[src/hw/ccm_defines.svh]
`ifndef CCM_DEFINES_SVH
`define CCM_DEFINES_SVH

// register byte offsets
`define CCM_OFS_MODE   8'h00
`define CCM_OFS_PCFG   8'h04
`define CCM_OFS_CPL    8'h08
`define CCM_OFS_CPH    8'h0C
`define CCM_OFS_CTRL   8'h10
`define CCM_OFS_STAT   8'h14
`define CCM_OFS_CNT    8'h18

// module mode register fields
`define CCM_MD_WIDE    7
`define CCM_MD_CMP     6
`define CCM_MD_RISE    5
`define CCM_MD_FALL    4
`define CCM_MD_MAT     3
`define CCM_MD_TOG     2
`define CCM_MD_PWM     1
`define CCM_MD_IE      0

// pulse config register fields
`define CCM_PC_ARSEL   7
`define CCM_PC_OVIE    5
`define CCM_PC_CLS_HI  1
`define CCM_PC_CLS_LO  0

// control and status fields
`define CCM_CT_RUN     0
`define CCM_ST_EVT     0
`define CCM_ST_CF      1
`define CCM_ST_SOV     2
`define CCM_ST_PIN     3

// reset values and counter top
`define CCM_RST_MODE   8'h00
`define CCM_RST_PCFG   8'h00
`define CCM_RST_CAP    16'h0000
`define CCM_RST_CNT    16'h0000
`define CCM_CNT_TOP    16'hFFFF

`endif

[src/hw/ccm_pkg.sv]
`default_nettype none
package ccm_pkg;

  typedef enum logic {
    CCM_IDLE = 1'b0,
    CCM_ACC  = 1'b1
  } ccm_apb_st_t;

  typedef enum logic [2:0] {
    CCM_M_OFF, CCM_M_CAP, CCM_M_TIMER, CCM_M_HSO,
    CCM_M_FREQ, CCM_M_PWMS, CCM_M_PWM16
  } ccm_mode_t;

  // low counter bits used by the shared 8/9/10/11-bit cycle length
  function automatic logic [10:0] ccm_len_mask(input logic [1:0] sel);
    case (sel)
      2'b00:   ccm_len_mask = 11'h0FF;
      2'b01:   ccm_len_mask = 11'h1FF;
      2'b10:   ccm_len_mask = 11'h3FF;
      default: ccm_len_mask = 11'h7FF;
    endcase
  endfunction

endpackage
`default_nettype wire

[src/hw/ccm_cnt_if.sv]
`default_nettype none
interface ccm_cnt_if;
  logic        run;
  logic        load;
  logic [1:0]  clsel;
  logic [15:0] load_val;
  logic [15:0] count;
  logic        ovf16;
  logic        ovf_short;

  modport ctr (input run, load, clsel, load_val,
               output count, ovf16, ovf_short);
  modport usr (output run, load, clsel, load_val,
               input count, ovf16, ovf_short);
endinterface
`default_nettype wire

[src/hw/ccm_counter.sv]
`include "ccm_defines.svh"
`default_nettype none
module ccm_counter
  import ccm_pkg::*;
(
  // clock and reset
  input  wire logic pclk,
  input  wire logic presetn,
  // counter link
  ccm_cnt_if.ctr    cif
);

  logic [15:0] cnt_q;
  logic [15:0] cnt_d;
  logic [10:0] mask;

  always_comb begin
    cnt_d = cnt_q;
    if (cif.load) begin
      cnt_d = cif.load_val;
    end else if (cif.run) begin
      cnt_d = cnt_q + 16'h0001;
    end
  end

  always_ff @(posedge pclk or negedge presetn) begin
    if (!presetn) begin
      cnt_q <= `CCM_RST_CNT;
    end else begin
      cnt_q <= cnt_d;
    end
  end

  assign mask          = ccm_len_mask(cif.clsel);
  assign cif.count     = cnt_q;
  // overflow is flagged on the last count before the wrap
  assign cif.ovf16     = cif.run & ~cif.load & (cnt_q == `CCM_CNT_TOP);
  assign cif.ovf_short = cif.run & ~cif.load & ((cnt_q[10:0] & mask) == mask);

endmodule
`default_nettype wire

[src/hw/ccm_edge.sv]
`default_nettype none
module ccm_edge (
  // clock and reset
  input  wire logic pclk,
  input  wire logic presetn,
  // pin and edge selection
  input  wire logic pin_i,
  input  wire logic rise_en,
  input  wire logic fall_en,
  // results
  output logic      level,
  output logic      capture
);

  logic prev_q;
  logic prev_d;

  always_comb begin
    prev_d = pin_i;
  end

  always_ff @(posedge pclk or negedge presetn) begin
    if (!presetn) begin
      prev_q <= 1'b0;
    end else begin
      prev_q <= prev_d;
    end
  end

  assign level   = prev_q;
  assign capture = (rise_en & pin_i & ~prev_q) |
                   (fall_en & ~pin_i & prev_q);

endmodule
`default_nettype wire

[src/hw/ccm_top.sv]
// Operation
// - mode bits 5 and 4 pick rising, falling or any edge capture.
// - a qualifying pin edge copies the counter into the capture pair.
// - each capture sets the event flag; request follows if enabled.
// - the event flag stays set until software clears it.
// - pin level stays readable so software can tell the edge.
// - mode bit 0 enables the request from the event flag.
// - comparator off: no toggling, and every pulse mode holds low.
// - config bit 5 enables the short-length overflow request.
// - config bits 1-0 choose 8, 9, 10 or 11-bit pulse length.
// - short pulse modes all use the one shared length setting.
// - config bit 7 steers byte accesses to the reload register, except at 8-bit length.
// - in pulse modes match-flag enable lets matches set the flag.
// - comparator, pulse and wide bits together give 16-bit pulses.
// - 16-bit pulse goes high at match and low at overflow.
// - 16-bit match sets event flag; overflow sets overflow flag.
// - high share is 65536 minus compare, over 65536.
// - low byte write clears comparator enable; high byte sets it.
// - clearing comparator enable forces a fully low 16-bit output.
//
// The APB interface to the registers and the register addresses were chosen for this implementation.
`include "ccm_defines.svh"
`default_nettype none
module ccm_top
  import ccm_pkg::*;
(
  // clock and reset
  input  wire logic        pclk,
  input  wire logic        presetn,
  // apb slave
  input  wire logic        psel,
  input  wire logic        penable,
  input  wire logic        pwrite,
  input  wire logic [7:0]  paddr,
  input  wire logic [31:0] pwdata,
  output logic [31:0]      prdata,
  output logic             pready,
  output logic             pslverr,
  // capture/compare pin
  input  wire logic        capture_compare_pin_i,
  output logic             capture_compare_pin_o,
  output logic             capture_compare_pin_oe_n,
  // requests
  output logic             module_irq,
  output logic             overflow_irq
);

  ccm_cnt_if cif ();

  ccm_apb_st_t st_q, st_d;
  logic [31:0] prdata_q, prdata_d;
  logic        pready_q, pready_d;
  logic        pslverr_q, pslverr_d;

  logic [7:0]  mode_q, mode_d;
  logic [7:0]  pcfg_q, pcfg_d;
  logic [15:0] cap_q, cap_d;
  logic [15:0] arl_q, arl_d;
  logic        run_q, run_d;
  logic        evt_q, evt_d;
  logic        cf_q, cf_d;
  logic        sov_q, sov_d;
  logic        pin_q, pin_d;
  logic        oe_n_q, oe_n_d;
  logic        irq_q, irq_d;
  logic        oirq_q, oirq_d;

  ccm_mode_t   mode_c;
  logic [10:0] mask;
  logic        cmp_en;
  logic        arsel;
  logic        pin_lvl;
  logic        cap_ev;
  logic        m16, m8, msh;
  logic        evt_set;
  logic        err_c;
  logic [31:0] rdata_c;
  logic        wr;
  logic        wr_mode, wr_pcfg, wr_cpl, wr_cph;
  logic        wr_ctrl, wr_stat, wr_cnt;

  ccm_counter u_cnt (
    .pclk    (pclk),
    .presetn (presetn),
    .cif     (cif)
  );

  ccm_edge u_edge (
    .pclk    (pclk),
    .presetn (presetn),
    .pin_i   (capture_compare_pin_i),
    .rise_en (mode_q[`CCM_MD_RISE]),
    .fall_en (mode_q[`CCM_MD_FALL]),
    .level   (pin_lvl),
    .capture (cap_ev)
  );

  // mode decode
  always_comb begin
    mode_c = CCM_M_OFF;
    if ((mode_q[`CCM_MD_RISE] | mode_q[`CCM_MD_FALL]) &
        ~mode_q[`CCM_MD_MAT] & ~mode_q[`CCM_MD_TOG] &
        ~mode_q[`CCM_MD_PWM]) begin
      mode_c = CCM_M_CAP;
    end else if (mode_q[`CCM_MD_PWM] & mode_q[`CCM_MD_WIDE]) begin
      mode_c = CCM_M_PWM16;
    end else if (mode_q[`CCM_MD_PWM] & mode_q[`CCM_MD_TOG]) begin
      mode_c = CCM_M_FREQ;
    end else if (mode_q[`CCM_MD_PWM]) begin
      mode_c = CCM_M_PWMS;
    end else if (mode_q[`CCM_MD_MAT] & mode_q[`CCM_MD_TOG]) begin
      mode_c = CCM_M_HSO;
    end else if (mode_q[`CCM_MD_MAT]) begin
      mode_c = CCM_M_TIMER;
    end
  end

  assign cmp_en = mode_q[`CCM_MD_CMP];
  // shared length from the config register, not per module
  assign mask   = ccm_len_mask(pcfg_q[`CCM_PC_CLS_HI:`CCM_PC_CLS_LO]);
  // 8-bit length ignores the steering bit
  assign arsel  = pcfg_q[`CCM_PC_ARSEL] &
                  (pcfg_q[`CCM_PC_CLS_HI:`CCM_PC_CLS_LO] != 2'b00);

  assign m16 = run_q & (cif.count == cap_q);
  assign m8  = run_q & (cif.count[7:0] == cap_q[7:0]);
  assign msh = run_q & ((cif.count[10:0] & mask) == (cap_q[10:0] & mask));

  // counter link
  assign cif.run      = run_q;
  assign cif.clsel    = pcfg_q[`CCM_PC_CLS_HI:`CCM_PC_CLS_LO];
  assign cif.load     = wr_cnt;
  assign cif.load_val = pwdata[15:0];

  // apb decode and read mux
  always_comb begin
    rdata_c = 32'h0000_0000;
    err_c   = 1'b0;
    case (paddr)
      `CCM_OFS_MODE: rdata_c[7:0] = mode_q;
      `CCM_OFS_PCFG: rdata_c[7:0] = pcfg_q;
      `CCM_OFS_CPL:  rdata_c[7:0] = arsel ? arl_q[7:0] : cap_q[7:0];
      `CCM_OFS_CPH:  rdata_c[7:0] = arsel ? arl_q[15:8] : cap_q[15:8];
      `CCM_OFS_CTRL: rdata_c[`CCM_CT_RUN] = run_q;
      `CCM_OFS_STAT: begin
        rdata_c[`CCM_ST_EVT] = evt_q;
        rdata_c[`CCM_ST_CF]  = cf_q;
        rdata_c[`CCM_ST_SOV] = sov_q;
        rdata_c[`CCM_ST_PIN] = pin_lvl;
      end
      `CCM_OFS_CNT:  rdata_c[15:0] = cif.count;
      default:       err_c = 1'b1;
    endcase
  end

  // writes land at the edge where pready is seen high
  assign wr      = (st_q == CCM_ACC) & psel & penable & pwrite & ~err_c;
  assign wr_mode = wr & (paddr == `CCM_OFS_MODE);
  assign wr_pcfg = wr & (paddr == `CCM_OFS_PCFG);
  assign wr_cpl  = wr & (paddr == `CCM_OFS_CPL);
  assign wr_cph  = wr & (paddr == `CCM_OFS_CPH);
  assign wr_ctrl = wr & (paddr == `CCM_OFS_CTRL);
  assign wr_stat = wr & (paddr == `CCM_OFS_STAT);
  assign wr_cnt  = wr & (paddr == `CCM_OFS_CNT);

  // apb handshake: one wait state on every access
  always_comb begin
    st_d      = st_q;
    prdata_d  = prdata_q;
    pready_d  = 1'b0;
    pslverr_d = 1'b0;
    case (st_q)
      CCM_IDLE: begin
        if (psel & penable) begin
          st_d      = CCM_ACC;
          pready_d  = 1'b1;
          pslverr_d = err_c;
          prdata_d  = pwrite ? 32'h0000_0000 : rdata_c;
        end
      end
      CCM_ACC: begin
        st_d = CCM_IDLE;
      end
      default: begin
        st_d = CCM_IDLE;
      end
    endcase
  end

  always_ff @(posedge pclk or negedge presetn) begin
    if (!presetn) begin
      st_q      <= CCM_IDLE;
      prdata_q  <= 32'h0000_0000;
      pready_q  <= 1'b0;
      pslverr_q <= 1'b0;
    end else begin
      st_q      <= st_d;
      prdata_q  <= prdata_d;
      pready_q  <= pready_d;
      pslverr_q <= pslverr_d;
    end
  end

  // configuration and compare registers
  always_comb begin
    mode_d = mode_q;
    pcfg_d = pcfg_q;
    run_d  = run_q;
    arl_d  = arl_q;
    cap_d  = cap_q;
    if (wr_mode) begin
      mode_d = pwdata[7:0];
    end
    if (wr_pcfg) begin
      pcfg_d = pwdata[7:0];
    end
    if (wr_ctrl) begin
      run_d = pwdata[`CCM_CT_RUN];
    end
    if (wr_cpl) begin
      mode_d[`CCM_MD_CMP] = 1'b0;
    end
    if (wr_cph) begin
      mode_d[`CCM_MD_CMP] = 1'b1;
    end
    // hardware reloads first; a software write in the same cycle wins
    case (mode_c)
      CCM_M_FREQ: begin
        if (cmp_en & m8) begin
          cap_d[7:0] = cap_q[7:0] + cap_q[15:8];
        end
      end
      CCM_M_PWMS: begin
        if (cif.ovf_short) begin
          if (arsel) begin
            cap_d[10:0] = arl_q[10:0];
          end else if (pcfg_q[`CCM_PC_CLS_HI:`CCM_PC_CLS_LO] == 2'b00) begin
            cap_d[7:0] = cap_q[15:8];
          end
        end
      end
      default: begin
      end
    endcase
    if (wr_cpl & arsel) begin
      arl_d[7:0] = pwdata[7:0];
    end else if (wr_cpl) begin
      cap_d[7:0] = pwdata[7:0];
    end
    if (wr_cph & arsel) begin
      arl_d[15:8] = pwdata[7:0];
    end else if (wr_cph) begin
      cap_d[15:8] = pwdata[7:0];
    end
    // a captured count must never be lost to a racing write
    if (mode_c == CCM_M_CAP && cap_ev) begin
      cap_d = cif.count;
    end
  end

  always_ff @(posedge pclk or negedge presetn) begin
    if (!presetn) begin
      mode_q <= `CCM_RST_MODE;
      pcfg_q <= `CCM_RST_PCFG;
      run_q  <= 1'b0;
      arl_q  <= `CCM_RST_CAP;
      cap_q  <= `CCM_RST_CAP;
    end else begin
      mode_q <= mode_d;
      pcfg_q <= pcfg_d;
      run_q  <= run_d;
      arl_q  <= arl_d;
      cap_q  <= cap_d;
    end
  end

  // event sources per mode
  always_comb begin
    evt_set = 1'b0;
    case (mode_c)
      CCM_M_CAP:   evt_set = cap_ev;
      CCM_M_TIMER: evt_set = cmp_en & m16;
      CCM_M_HSO:   evt_set = cmp_en & m16;
      CCM_M_FREQ:  evt_set = cmp_en & m8;
      CCM_M_PWMS:  evt_set = cmp_en & mode_q[`CCM_MD_MAT] & msh;
      CCM_M_PWM16: evt_set = cmp_en & mode_q[`CCM_MD_MAT] & m16;
      default:     evt_set = 1'b0;
    endcase
  end

  // sticky flags, write one to clear; a new event beats the clear
  always_comb begin
    evt_d = evt_q;
    cf_d  = cf_q;
    sov_d = sov_q;
    if (wr_stat) begin
      evt_d = evt_q & ~pwdata[`CCM_ST_EVT];
      cf_d  = cf_q & ~pwdata[`CCM_ST_CF];
      sov_d = sov_q & ~pwdata[`CCM_ST_SOV];
    end
    evt_d  = evt_d | evt_set;
    cf_d   = cf_d | cif.ovf16;
    sov_d  = sov_d | cif.ovf_short;
    irq_d  = evt_d & mode_d[`CCM_MD_IE];
    oirq_d = sov_d & pcfg_d[`CCM_PC_OVIE];
  end

  always_ff @(posedge pclk or negedge presetn) begin
    if (!presetn) begin
      evt_q  <= 1'b0;
      cf_q   <= 1'b0;
      sov_q  <= 1'b0;
      irq_q  <= 1'b0;
      oirq_q <= 1'b0;
    end else begin
      evt_q  <= evt_d;
      cf_q   <= cf_d;
      sov_q  <= sov_d;
      irq_q  <= irq_d;
      oirq_q <= oirq_d;
    end
  end

  // pin drive; a level compare keeps the duty exact without glitches
  always_comb begin
    pin_d  = pin_q;
    oe_n_d = 1'b0;
    case (mode_c)
      CCM_M_HSO: begin
        if (cmp_en & m16) begin
          pin_d = ~pin_q;
        end
      end
      CCM_M_FREQ: begin
        if (cmp_en & m8) begin
          pin_d = ~pin_q;
        end
      end
      CCM_M_PWMS: begin
        pin_d = cmp_en &
                ((cif.count[10:0] & mask) >= (cap_q[10:0] & mask));
      end
      CCM_M_PWM16: begin
        // high from match to wrap: share is 65536 minus compare
        pin_d = cmp_en & (cif.count >= cap_q);
      end
      default: begin
        pin_d  = 1'b0;
        oe_n_d = 1'b1;
      end
    endcase
  end

  always_ff @(posedge pclk or negedge presetn) begin
    if (!presetn) begin
      pin_q  <= 1'b0;
      oe_n_q <= 1'b1;
    end else begin
      pin_q  <= pin_d;
      oe_n_q <= oe_n_d;
    end
  end

  assign prdata                   = prdata_q;
  assign pready                   = pready_q;
  assign pslverr                  = pslverr_q;
  assign capture_compare_pin_o    = pin_q;
  assign capture_compare_pin_oe_n = oe_n_q;
  assign module_irq               = irq_q;
  assign overflow_irq             = oirq_q;

endmodule
`default_nettype wire

[config.mk]
export PLATFORM = sky130hd
export DESIGN_NAME = ccm_top
export DESIGN_NICKNAME = d
export VERILOG_FILES = /design/src/hw/ccm_pkg.sv /design/src/hw/ccm_cnt_if.sv /design/src/hw/ccm_counter.sv /design/src/hw/ccm_edge.sv /design/src/hw/ccm_top.sv
export VERILOG_INCLUDE_DIRS = /design/src /design/src/hw
export SDC_FILE = /design/constraint.sdc
export NUM_CORES = 1
export LEC_CHECK = 0
export BUFFER_PORTS_ARGS = -buffer_cell sky130_fd_sc_hd__clkbuf_2
export CAP_MARGIN = 20
export CORE_MARGIN = 1.5
export CORE_UTILIZATION = 45
export CTS_BUF_LIST = sky130_fd_sc_hd__clkbuf_8
export CTS_CLUSTER_DIAMETER = 120
export DETAILED_ROUTE_END_ITERATION = 8
export GPL_TIMING_DRIVEN = 0
export PLACE_DENSITY = 0.76
export SYNTH_ARGS = -nofsm -noshare
export SYNTH_HDL_FRONTEND = slang
export SYNTH_HIERARCHICAL = 1
export SYNTH_SLANG_ARGS = --single-unit
[constraint.sdc]
create_clock -name pclk -period 3.8 [get_ports pclk]
set_input_delay 0.76 -clock pclk [delete_from_list [all_inputs] [get_ports pclk]]
set_output_delay 0.76 -clock pclk [all_outputs]
set_load 0.05 [all_outputs]
==> summary.md, run 1 <==
| Metric | Value |
|---|---|
| Root buffer cell | `clkbuf_8` |
| Commonest cells in the netlist | `90 x dfrtp_1, 63 x nand2_1, 56 x o21ai_0` |
| Met2 WL | `8210 um` |
| Worst Tran Pin Value | `0.990 ns` |
| Setup CP Type | `input port to flip-flop` |
| Fmax | `0.277 GHz` |
| Post-CTS setup buffer count | `0` |
| Port bufs | `50` |
| Fin. Hold Viols | `0` |
| RePlAce Congestion | `0.958` |
| Global-route wire length before repair | `28400 um` |
| Initial Util | `0.463` |
| Most frequent cell after synthesis | `dfrtp_1` |
| H-tree lvl count | `3` |
| Clk Latency, worst-skew pair | `0.39 ns` |
| Status | `completed` |
| Synthesized area | `5870 sq um` |
| # rows | `41` |
| Worst Hold Class | `input port to asynchronous set/reset pin` |
| Netlist cell types | `75` |
| Final net count | `764` |
| Die area | `13700 sq um` |
| Routed met3 length | `1400 um` |
| Synth area leaders | `dfrtp_1 38%, mux2_2 6.5%, ha_1 5.8%` |
| CTS Hold Bufs | `0` |
| Io pins | `84` |
| Routed vias/inst | `6.02` |
| CTS sink cnt | `91` |
| Congestion Overflow GR | `0` |
| GR Util All Layers | `0.285` |
| Post-route setup slack | `0.193 ns` |
| Die H | `117 um` |
| Crit end category | `flip-flop` |
| DR vias | `5220` |
| CORE AREA | `12700 sq um` |
| Syn avg cell area | `9.56 sq um` |
| TritonRoute pass-1 iters | `5` |
| CP required | `4.11 ns` |
| Dpl ws | `-0.906 ns` |
| # diodes | `0` |
| Final Util | `0.522` |
| DRC Markers | `0` |
| Period minus WS final | `3.61 ns` |
| Largest net degree at the start of global routing | `57` |
| CP Max Fanout | `10` |
| Ys Warns | `6` |
| DIE WIDTH | `117 um` |
| CTS buffer count | `9` |
| Worst IR Drop VDD | `0.130 mV` |
| Clk slew on worst S/H paths | `0.10 ns` |
| Slew Limit Fails | `0` |
| Startpoint Class | `input port` |
| Multi-input logic area | `3340 sq um` |
| RSZ-0062 raised after global routing | `false` |
| M1 wire length | `8040 um` |
| Post-route cell area | `6620 sq um` |
| WHS | `0.356 ns` |
| EDFF count, synth | `0` |
| Fillers | `1182` |
| Initial drt markers | `542` |
| Cell count after synthesis | `614` |
| Post-synth top area cell | `dfrtp_1` |
| Predominant post-synthesis flop cell | `dfrtp_1` |
| Setup tns final | `0 ns` |
| Setup Viol. Count Final | `0` |
| Post-DP Area | `6420 sq um` |
| Top sig layer | `met4` |
| Register area | `2280 sq um` |
| TritonCTS clock tree | `done` |
| Max Cap Viol | `0` |
| CTS max path bufs | `2` |
| Remaining antenna violation count | `0` |
| Sequential area share after synthesis | `0.388` |
| Proportion of layout cells with a drive suffix above 1 | `0.226` |
| Critical path data arrival time | `3.92 ns` |
| Final Cycle Share | `0.949` |
| Area Growth Syn to Fin | `12.7%` |
| Rel. slew slack | `0.334` |
| Initial antenna violation count | `0` |
| PD cells | `299 nW/um^2` |
| Leak pwr | `3.01 nW` |
| Vias in the first global route | `4908` |
| Yosys reg bits | `91` |
| Area fraction of the dominant cell type after synthesis | `0.384` |
| Post-DP HPWL | `14100 um` |
| Asr flop ratio synth | `1.00` |
| Total Wirelength | `18500 um` |
| Worst Skew | `0.0136 ns` |
| Wire per inst | `21.4 um` |
[path summary, 6_finish.rpt]
check | start | to | slack [ns] | cells past startpoint
max in group asynchronous | presetn | capture_compare_pin_oe_n$_DFF_PN1_ | 2.77 | 2
hold reg to reg | prdata[5]$_DFFE_PN0P_ | prdata[5]$_DFFE_PN0P_ | 0.49 | 2
setup reg to reg | u_cnt/cif.count[1]$_DFFE_PN0P_ | cap_q[5]$_DFF_PN0_ | 0.42 | 11
setup / recovery | paddr[2] | cap_q[5]$_DFF_PN0_ | 0.19 | 13
hold / removal | presetn | prdata[2]$_DFFE_PN0P_ | 0.36 | 1
min in group pclk | prdata[5]$_DFFE_PN0P_ | prdata[5]$_DFFE_PN0P_ | 0.49 | 2
[sequential cells by signal, summed over array words and instances (netlist names)]
register                  count
pready                        1
sov_q                         1
cf_q                          1
pcfg_q                        8
capture_compare_pin_oe_n      1
pslverr                       1
capture_compare_pin_o         1
arl_q                        16
module_irq                    1
u_cnt/cif.count              16
mode_q                        8
cap_q                        16
prdata                       16
evt_q                         1
overflow_irq                  1
cif.run                       1
u_edge/level                  1
[power breakdown]
group | internal, W | switching [W]
logic | 0.000103 | 0.000202
clock network | 0.000254 | 0.000378
registers | 0.000989 | 0.0000501
total | 0.00135 | 0.000629
[worst max-delay path, stage by stage]
cell and delay [ns]:
clkbuf_2 0.09, buf_2 0.28, nand2b_1 0.34, nor2_1 0.15, clkbuf_1 0.24, clkbuf_2 0.28
a2111oi_4 0.36, clkbuf_2 0.34, o21ai_0 0.28, a221oi_1 0.40, a211o_1 0.16, a21oi_1 0.04
o21ai_0 0.20
[cell families after synthesis]
logic type	after synthesis	synth area share
adders and majority gates	28	0.0609
DFF	91	0.388
xor gates and xnor gates	18	0.0268
muxes	57	0.114
AOI/OAI and AO/OA	162	0.179
and+or+nand+nor	189	0.175
buffers and inverters	68	0.0560
other	1	0.000639
[per-stage QoR]
| stage | total power [W] | instances |
|---|---|---|
| global placement | 0.00135 | 851 |
| CTS | 0.00197 | 868 |
| floorplan | 0.00124 | 629 |
| detailed placement | 0.00136 | 852 |
| global route | 0.00206 | 867 |
| finish | 0.00198 | 867 |
[layout make-up]
class                      count  area share
tap                          172      0.0325
clock buffer                  10      0.0208
multi-input combinational    470       0.505
inverter                      27      0.0153
timing repair buffer          51      0.0423
clock inverter                 6     0.00605
buffer                        40      0.0342
sequential                    91       0.344
[timing repair]
item	in CTS	in global routing
pin swaps	0	0
setup endpoints to repair	11	5
gates resized for setup	3	3
[layout by cell type, fill, tap and decap left out, types with 4 or more instances in the layout]
| cell type | n |
|---|---|
| clkbuf_1 | 10 |
| xnor2_1 | 12 |
| conb_1 | 16 |
| mux2i_1 | 18 |
| nor3b_1 | 4 |
| and2_1 | 4 |
| a22oi_1 | 7 |
| buf_2 | 8 |
| or2_2 | 5 |
| clkbuf_2 | 51 |
| nand4_1 | 11 |
| nor3_1 | 9 |
| nor4_1 | 8 |
| a21o_1 | 6 |
| nor2_1 | 39 |
| dfrtp_1 | 90 |
| nand3b_1 | 4 |
| inv_1 | 27 |
| o21a_1 | 4 |
| nand2_1 | 63 |
| mux4_2 | 4 |
| a22o_1 | 10 |
| a31oi_1 | 6 |
| xor2_1 | 6 |
| buf_4 | 17 |
| a211oi_1 | 6 |
| mux2_2 | 34 |
| a21oi_1 | 28 |
| o21ai_0 | 56 |
| ha_1 | 27 |
| clkbuf_8 | 10 |
| nand2b_1 | 7 |
| a211o_1 | 4 |
| nand3_1 | 10 |
| a221oi_1 | 8 |
[per-layer routing]
metal / vias up / track usage
met2: 236 / 0.420
met3: 56 / 0.0644
met1: 2552 / 0.397
li1: 2376 / -
met4: 0 / 0.139
met5: - / 0
(Power assumes the default switching activity.)
==> inputs of run 2 (changes only) <==
--- a/config.mk
+++ b/config.mk
@@ -8,6 +8,7 @@
 export LEC_CHECK = 0
 export BUFFER_PORTS_ARGS = -buffer_cell sky130_fd_sc_hd__clkbuf_2
 export CAP_MARGIN = 20
+export CORE_ASPECT_RATIO = 1.2
 export CORE_MARGIN = 1.5
 export CORE_UTILIZATION = 45
 export CTS_BUF_LIST = sky130_fd_sc_hd__clkbuf_8
@@ -15,6 +16,8 @@
 export DETAILED_ROUTE_END_ITERATION = 8
 export GPL_TIMING_DRIVEN = 0
 export PLACE_DENSITY = 0.76
+export RECOVER_POWER = 25
+export SKIP_LAST_GASP = 1
 export SYNTH_ARGS = -nofsm -noshare
 export SYNTH_HDL_FRONTEND = slang
 export SYNTH_HIERARCHICAL = 1
==> run 2 against run 1 <==
- the flow now finishes with violations (max-capacitance violations, max-slew violations)
- critical path depth grew 1
- count of clock-buffer cells in the layout grew 1
- combinational power grew 1%
- design area is essentially flat
- via count shrank 0.42%
- non-clock buffer count is the same
- fmax grew 1.5%
- critical path type unchanged
==> summary.md, run 2 (synthesis results as in run 1) <==
| Metric | Value |
|---|---|
| Status | `complete, but fails checks (was completed)` |
| Violated checks | `max-capacitance violations, max-slew violations` |
| # rows | `45 (was 41)` |
| Die area | `13700 sq um (about the same)` |
| PD cells | `304 nW/um^2 (was 299 nW/um^2)` |
| Placed cell count | `844 (was 852)` |
| Root buffer cell | `clkbuf_8 (unchanged)` |
| Clk slew on worst S/H paths | `0.09 ns (was 0.10 ns)` |
| Setup CP Type | `input port to flip-flop (unchanged)` |
| Crit path buffers/inverters | `5 (unchanged)` |
| Critical path depth in cells | `14 (was 13)` |
| Vias in the first global route | `5030 (was 4908)` |
| Worst Tran Pin Value | `2.55 ns (was 0.990 ns)` |
| CTS Hold Bufs | `0 (unchanged)` |
| Area Growth Syn to Fin | `12.6% (was 12.7%)` |
| Initial drt markers | `432 (was 542)` |
| Top Family by Delay on Critical Path | `compound AO/OA/AOI/OAI gates (unchanged)` |
| Post-Layout Cell Count | `859 (was 867)` |
| DRC Markers | `0 (unchanged)` |
| Fillers | `1175 (was 1182)` |
| Clock Power Share | `0.328 (was 0.320)` |
| Remaining antenna violation count | `0 (unchanged)` |
| Max incr delay on CP | `0.34 ns (was 0.40 ns)` |
| Total Wirelength | `19100 um (was 18500 um)` |
| Most frequent cells in the layout | `90 x dfrtp_1, 63 x nand2_1, 56 x o21ai_0, 51 x clkbuf_2, 39 x nor2_1 (unchanged)` |
| Rel. slew slack | `-0.699 (was 0.334)` |
| Proportion of layout cells with a drive suffix above 1 | `0.224 (was 0.226)` |
| Wire per inst | `22.2 um (was 21.4 um)` |
| Clk Latency, worst-skew pair | `0.37 ns (was 0.39 ns)` |
| Io pins | `84 (unchanged)` |
| Most common cell after layout, fill and taps aside | `dfrtp_1 (unchanged)` |
| Die H | `128 um (was 117 um)` |
| Switching power | `0.000644 W (was 0.000629 W)` |
| Setup Viol. Count Final | `0 (unchanged)` |
| CP endpoint | `cap_q[6]$_DFF_PN0_ (was cap_q[5]$_DFF_PN0_)` |
| Worst Hold Class | `flip-flop to flip-flop (was input port to asynchronous set/reset pin)` |
| DR vias | `5198 (was 5220)` |
| Leak pwr | `3.01 nW (about the same)` |
| CP Max Fanout | `10 (unchanged)` |
| # diodes | `0 (unchanged)` |
| Period minus WS final | `3.55 ns (was 3.61 ns)` |
| Total power | `0.00201 W (was 0.00198 W)` |
| Reg2reg start | `u_cnt/cif.count[1]$_DFFE_PN0P_ (unchanged)` |
| CTS buffer count | `9 (unchanged)` |
| Crit. Startpoint | `paddr[2] (unchanged)` |
| HP Start | `prdata[5]$_DFFE_PN0P_` |
| Worst IR Drop VDD | `0.210 mV (was 0.130 mV)` |
| Max Cap Viol | `1 (was 0)` |
| Sw frac | `0.320 (was 0.318)` |
| DIE WIDTH | `107 um (was 117 um)` |
| Post-DP HPWL | `14500 um (was 14100 um)` |
| Critical path, cell by cell | `clkbuf_2 -> buf_2 -> nand2b_1 -> nor2_1 -> clkbuf_2 -> clkbuf_2 -> a2111oi_4 -> clkbuf_2 -> o211ai_1 -> o221ai_1 -> o21a_1 -> a21oi_1 -> a211oi_1 -> o31ai_1 (was clkbuf_2 -> buf_2 -> nand2b_1 -> nor2_1 -> clkbuf_1 -> clkbuf_2 -> a2111oi_4 -> clkbuf_2 -> o21ai_0 -> a221oi_1 -> a211o_1 -> a21oi_1 -> o21ai_0)` |
| CORE AREA | `12700 sq um (about the same)` |
| Critical path data arrival time | `3.78 ns (was 3.92 ns)` |
| Slew Limit Fails | `43 (was 0)` |
| Initial Util | `0.464 (was 0.463)` |
| FF-to-FF End | `cap_q[6]$_DFF_PN0_ (was cap_q[5]$_DFF_PN0_)` |
| Worst reg2reg path depth | `12 (was 11)` |
| Final Cycle Share | `0.935 (was 0.949)` |
| Crit path top cell by count | `clkbuf_2 (unchanged)` |
| Initial antenna violation count | `0 (unchanged)` |
| TritonRoute pass-1 iters | `5 (unchanged)` |
| CTS max path bufs | `2 (unchanged)` |
| Combinational share of power | `0.154 (about the same)` |
| Port bufs | `50 (unchanged)` |
| R2R Setup Slk | `0.39 ns (was 0.42 ns)` |
| TritonCTS clock tree | `done (unchanged)` |
| GR Util All Layers | `0.283 (was 0.285)` |
| Largest net degree at the start of global routing | `50 (was 57)` |
| RePlAce Congestion | `1.00 (was 0.958)` |
| Fin. Hold Viols | `0 (unchanged)` |
| Fmax | `0.281 GHz (was 0.277 GHz)` |
| RSZ-0062 raised after global routing | `false (unchanged)` |
| Reg power frac | `0.518 (was 0.526)` |
| Routed vias/inst | `6.05 (was 6.02)` |
| P_int | `0.00137 W (was 0.00135 W)` |
| Final net count | `764 (unchanged)` |
| Critical-path top delay cell | `o221ai_1 (was a221oi_1)` |
| Congestion Overflow GR | `0 (unchanged)` |
| CP required | `4.03 ns (was 4.11 ns)` |
| Startpoint Class | `input port (unchanged)` |
| Worst Skew | `0.0105 ns (was 0.0136 ns)` |
| CTS sink cnt | `91 (unchanged)` |
| H-tree lvl count | `3 (unchanged)` |
| Global-route wire length before repair | `29000 um (was 28400 um)` |
| WHS | `0.488 ns (was 0.356 ns)` |
| Crit end category | `flip-flop (unchanged)` |
==> run 2: cell type report <==
| cell class | count | area [sq um] | share of cell area |
|---|---|---|---|
| multi-input combinational | 470 | 3340 | 0.505 |
| sequential | 91 | 2280 | 0.344 |
| timing repair buffer | 51 | 275 | 0.0416 |
| buffer | 40 | 226 | 0.0342 |
| tap | 164 | 205 | 0.0310 |
| clock buffer | 11 | 151 | 0.0229 |
| inverter | 27 | 101 | 0.0153 |
| clock inverter | 5 | 36.3 | 0.00549 |
==> run 2: metal layers <==
layer,global-route usage,up-vias,wire length (um)
met1,0.362,2510,7830
li1,-,2381,-
met5,0,-,0
met2,0.471,248,9140
met3,0.0412,59,1200
met4,0.133,0,913
==> run 2: per-stage QoR <==
step | setup slack, ns | util | TNS [ns] | area, sq um
floorplan | 0.494 | - | 0 | 5930
global placement | -0.904 | 0.504 | -7.29 | 6380
detailed placement | -0.909 | 0.506 | -7.29 | 6410
CTS | 0.101 | 0.522 | 0 | 6610
global route | 0.00392 | 0.522 | 0 | 6610
finish | 0.247 | 0.522 | 0 | 6610
==> run 2: repair_timing <==
| action | in CTS | in global routing |
|---|---|---|
| buffers inserted | 0 | 0 |
| setup endpoints to repair | 11 | 5 |
| gates resized for setup | 4 | 3 |
==> run 2: how the worst min path moves through the flow <==
stage / depth (start not counted) / to
detailed placement: 2 / prdata[5]$_DFFE_PN0P_
global placement: 2 / prdata[5]$_DFFE_PN0P_
CTS: 1 / cap_q[6]$_DFF_PN0_
finish: 2 / prdata[5]$_DFFE_PN0P_
floorplan: 1 / cf_q$_DFF_PN0_
global route: 1 / u_edge/level$_DFF_PN0_
==> run 2: power groups by stage <==
stage	logic, W	clock network, W	registers, W
6_report	0.000309	0.000660	0.00104
4_1_cts	0.000305	0.000658	0.00104
5_1_grt	0.000337	0.000700	0.00104
3_3_place_gp	0.000291	0	0.00106
3_5_place_dp	0.000305	0	0.00106
2_1_floorplan	0.000192	0	0.00105
==> run 2: worst register-to-register path, delay by kind of cell, from the launching register on <==
| kind | cells | cell delay (ns) |
|---|---|---|
| AO/OA/AOI/OAI | 7 | 1.42 |
| adder cells (fa/ha/maj) | 1 | 0.28 |
| buffers and inverters | 2 | 0.50 |
| flip-flops | 1 | 0.60 |
| AND/OR/NAND/NOR | 2 | 0.45 |
==> inputs of run 3 (changes only) <==
--- a/config.mk
+++ b/config.mk
@@ -6,7 +6,8 @@
 export SDC_FILE = /design/constraint.sdc
 export NUM_CORES = 1
 export LEC_CHECK = 0
-export BUFFER_PORTS_ARGS = -buffer_cell sky130_fd_sc_hd__clkbuf_2
+export ABC_AREA = 1
+export BUFFER_PORTS_ARGS = -buffer_cell sky130_fd_sc_hd__buf_2
 export CAP_MARGIN = 20
 export CORE_ASPECT_RATIO = 1.2
 export CORE_MARGIN = 1.5
==> run 3 against run 2 <==
- the run still ends with max-capacitance violations, max-slew violations left
- sequential power decreased by 7%
- combinational power decreased by 51%
- utilization decreased by 0.20 points
- count of clock-buffer cells in the layout decreased by 2
- clock skew increased by 0.0017 ns
- area after synthesis increased by 10%
- fmax increased by 4.1%
- via count increased by 22%
- design area increased by 9.6%
==> summary.md, run 3 <==
| Metric | Value |
|---|---|
| Combinational share of power | `0.081 (was 0.154)` |
| Sequential area share after synthesis | `0.353 (was 0.388)` |
| Fin. Hold Viols | `0 (unchanged)` |
| # rows | `47 (was 45)` |
| Reg power frac | `0.518 (about the same)` |
| P_int | `0.00138 W (was 0.00137 W)` |
| Post-synth top area cell | `dfrtp_1 (unchanged)` |
| Vias in the first global route | `5901 (was 5030)` |
| Post-CTS setup buffer count | `0 (unchanged)` |
| Predominant post-synthesis flop cell | `dfrtp_1 (unchanged)` |
| Most common cell after layout, fill and taps aside | `nand2_1 (was dfrtp_1)` |
| Slew Limit Fails | `33 (was 43)` |
| Yosys reg bits | `91 (unchanged)` |
| Congestion Overflow GR | `0 (unchanged)` |
| Crit path buffers/inverters | `6 (was 5)` |
| Leak pwr | `3.68 nW (was 3.01 nW)` |
| Worst Tran Pin Value | `1.90 ns (was 2.55 ns)` |
| DIE WIDTH | `112 um (was 107 um)` |
| Clk slew on worst S/H paths | `0.09 ns (about the same)` |
| Critical path, cell by cell | `buf_2 -> nor2_1 -> nand2_1 -> nor2_8 -> nor2_2 -> nand3_4 -> nand2_4 -> nor2_1 -> buf_6 -> inv_6 -> nand4_1 -> a211oi_4 -> inv_1 -> nor2_2 -> o21ai_0 -> nand2_1 -> inv_1 -> nand2_1 -> inv_1 -> nand3_1 -> nand3_1 -> nand2_1 (was clkbuf_2 -> buf_2 -> nand2b_1 -> nor2_1 -> clkbuf_2 -> clkbuf_2 -> a2111oi_4 -> clkbuf_2 -> o211ai_1 -> o221ai_1 -> o21a_1 -> a21oi_1 -> a211oi_1 -> o31ai_1)` |
| Asr flop ratio synth | `1.00 (unchanged)` |
| Setup CP Type | `input port to flip-flop (unchanged)` |
| Routed vias/inst | `5.46 (was 6.05)` |
| Die area | `15100 sq um (was 13700 sq um)` |
| Wire per inst | `17.8 um (was 22.2 um)` |
| Area fraction of the dominant cell type after synthesis | `0.349 (was 0.384)` |
| # diodes | `0 (unchanged)` |
| Worst Hold Class | `flip-flop to flip-flop (unchanged)` |
| Initial drt markers | `582 (was 432)` |
| TritonCTS clock tree | `done (unchanged)` |
| Placed cell count | `1140 (was 844)` |
| Io pins | `84 (unchanged)` |
| CTS max path bufs | `2 (unchanged)` |
| WHS | `0.475 ns (was 0.488 ns)` |
| DRC Markers | `0 (unchanged)` |
| Worst Skew | `0.0122 ns (was 0.0105 ns)` |
| Top Family by Delay on Critical Path | `simple AND/OR/NAND/NOR gates (was compound AO/OA/AOI/OAI gates)` |
| Area Growth Syn to Fin | `12.2% (was 12.6%)` |
| CTS sink cnt | `91 (unchanged)` |
| Netlist cell types | `49 (was 75)` |
| Die H | `134 um (was 128 um)` |
| Crit end category | `flip-flop (unchanged)` |
| Largest net degree at the start of global routing | `60 (was 50)` |
| CP Max Fanout | `8 (was 10)` |
| Most frequent cell after synthesis | `nand2_1 (was dfrtp_1)` |
| RSZ-0062 raised after global routing | `false (unchanged)` |
| Post-DP HPWL | `15700 um (was 14500 um)` |
| Proportion of layout cells with a drive suffix above 1 | `0.162 (was 0.224)` |
| Ys Warns | `6 (unchanged)` |
| Dpl ws | `-0.649 ns (was -0.909 ns)` |
| Period minus WS final | `3.41 ns (was 3.55 ns)` |
| Cell count after synthesis | `902 (was 614)` |
| Post-Layout Cell Count | `1156 (was 859)` |
| Critical path data arrival time | `3.74 ns (was 3.78 ns)` |
| RePlAce Congestion | `0.953 (was 1.00)` |
| CTS Hold Bufs | `0 (unchanged)` |
| TritonRoute pass-1 iters | `8 (was 5)` |
| Final net count | `1054 (was 764)` |
| Post-route setup slack | `0.386 ns (was 0.247 ns)` |
| Synthesized area | `6460 sq um (was 5870 sq um)` |
| PD cells | `259 nW/um^2 (was 304 nW/um^2)` |
| Startpoint Class | `input port (unchanged)` |
| Remaining antenna violation count | `0 (unchanged)` |
| CP required | `4.13 ns (was 4.03 ns)` |
| Syn avg cell area | `7.16 sq um (was 9.56 sq um)` |
| Status | `complete, but fails checks (unchanged)` |
| Switching power | `0.000497 W (was 0.000644 W)` |
| Final Cycle Share | `0.899 (was 0.935)` |
| Commonest cells in the netlist | `286 x nand2_1, 95 x inv_1, 90 x dfrtp_1 (was 90 x dfrtp_1, 63 x nand2_1, 56 x o21ai_0)` |
| Violated checks | `max-capacitance violations, max-slew violations (unchanged)` |
| Most frequent cells in the layout | `286 x nand2_1, 95 x inv_1, 90 x dfrtp_1, 73 x nand3_1, 64 x nor2_1 (was 90 x dfrtp_1, 63 x nand2_1, 56 x o21ai_0, 51 x clkbuf_2, 39 x nor2_1)` |
| GR Util All Layers | `0.283 (about the same)` |
| Port bufs | `51 (was 50)` |
| Root buffer cell | `clkbuf_8 (unchanged)` |
| Setup Viol. Count Final | `0 (unchanged)` |
| Sw frac | `0.265 (was 0.320)` |
| Global-route wire length before repair | `32200 um (was 29000 um)` |
| Initial antenna violation count | `0 (unchanged)` |
| Worst IR Drop VDD | `0.285 mV (was 0.210 mV)` |
| CTS buffer count | `9 (unchanged)` |
| Fillers | `1383 (was 1175)` |
| H-tree lvl count | `3 (unchanged)` |
| EDFF count, synth | `0 (unchanged)` |
| Initial Util | `0.464 (about the same)` |
| Max incr delay on CP | `0.36 ns (was 0.34 ns)` |
| Synth area leaders | `dfrtp_1 35%, nand2_1 17%, nand3_1 5.7% (was dfrtp_1 38%, mux2_2 6.5%, ha_1 5.8%)` |
| Fmax | `0.293 GHz (was 0.281 GHz)` |
| Clk Latency, worst-skew pair | `0.39 ns (was 0.37 ns)` |
| CORE AREA | `13900 sq um (was 12700 sq um)` |
| DR vias | `6316 (was 5198)` |
| Total Wirelength | `20600 um (was 19100 um)` |
| Clock Power Share | `0.401 (was 0.328)` |
| Rel. slew slack | `-0.265 (was -0.699)` |
| Max Cap Viol | `1 (unchanged)` |
| Critical-path top delay cell | `a211oi_4 (was o221ai_1)` |
| R2R Setup Slk | `0.73 ns (was 0.39 ns)` |
| Crit path top cell by count | `nand2_1 (was clkbuf_2)` |
## run 3: logic make-up after synthesis
kind of cell	after synthesis	share of synthesized area
muxes	1	0.00174
other	1	0.000580
buffers and inverters	138	0.0978
xor gates and xnor gates	8	0.0108
DFF	91	0.353
and+or+nand+nor	492	0.349
adders and majority gates	28	0.0554
AOI/OAI and AO/OA	143	0.132
## run 3: routing by layer
layer / track usage / vias up / share of wire
li1: - / 3073 / -
met3: 0.0493 / 57 / 0.066
met4: 0.148 / 0 / 0.044
met2: 0.465 / 271 / 0.48
met1: 0.357 / 2915 / 0.41
met5: 0 / - / 0
## run 3: area by class of cell
| type | count | area [sq um] | share of cell area |
|---|---|---|---|
| Buffer | 35 | 240 | 0.0331 |
| Clock buffer | 9 | 124 | 0.0171 |
| Clock inverter | 7 | 97.6 | 0.0135 |
| Inverter | 103 | 392 | 0.0540 |
| Multi-Input combinational cell | 688 | 3620 | 0.500 |
| Sequential cell | 91 | 2280 | 0.314 |
| Tap cell | 171 | 214 | 0.0295 |
| Timing Repair Buffer | 52 | 280 | 0.0387 |
## run 3: metrics by stage
step | util | area [sq um] | setup TNS (ns) | power (W)
2_1_floorplan | - | 6520 | 0 | 0.00108
3_3_place_gp | 0.501 | 6990 | -3.32 | 0.00114
3_5_place_dp | 0.503 | 7020 | -3.26 | 0.00114
4_1_cts | 0.520 | 7240 | 0 | 0.00189
5_1_grt | 0.520 | 7250 | 0 | 0.00194
6_report | 0.520 | 7250 | 0 | 0.00188
## run 3: worst paths after layout
kind / startpoint / end / cells after the start
max: paddr[3] / cap_q[5]$_DFF_PN0_ / 22
min: pready$_DFF_PN0_ / pready$_DFF_PN0_ / 1
max reg2reg: u_cnt/cif.count[1]$_DFFE_PN0P_ / cap_q[5]$_DFF_PN0_ / 15
min reg2reg: pready$_DFF_PN0_ / pready$_DFF_PN0_ / 1
max in group asynchronous: presetn / arl_q[13]$_DFFE_PN0P_ / 1
min in group asynchronous: presetn / mode_q[3]$_DFFE_PN0P_ / 1
## run 3: timing repair
| item | CTS | global route |
|---|---|---|
| pin swaps | 0 | 0 |
| setup endpoints to repair | 4 | 3 |
| gates resized for setup | 1 | 2 |
## run 3: power groups by stage
stage | logic [W] | clock network, W | registers [W]
floorplan | 0.0000822 | 0 | 0.000997
global placement | 0.000148 | 0 | 0.000991
detailed placement | 0.000153 | 0 | 0.000991
CTS | 0.000153 | 0.000765 | 0.000972
global route | 0.000164 | 0.000800 | 0.000973
finish | 0.000152 | 0.000753 | 0.000972
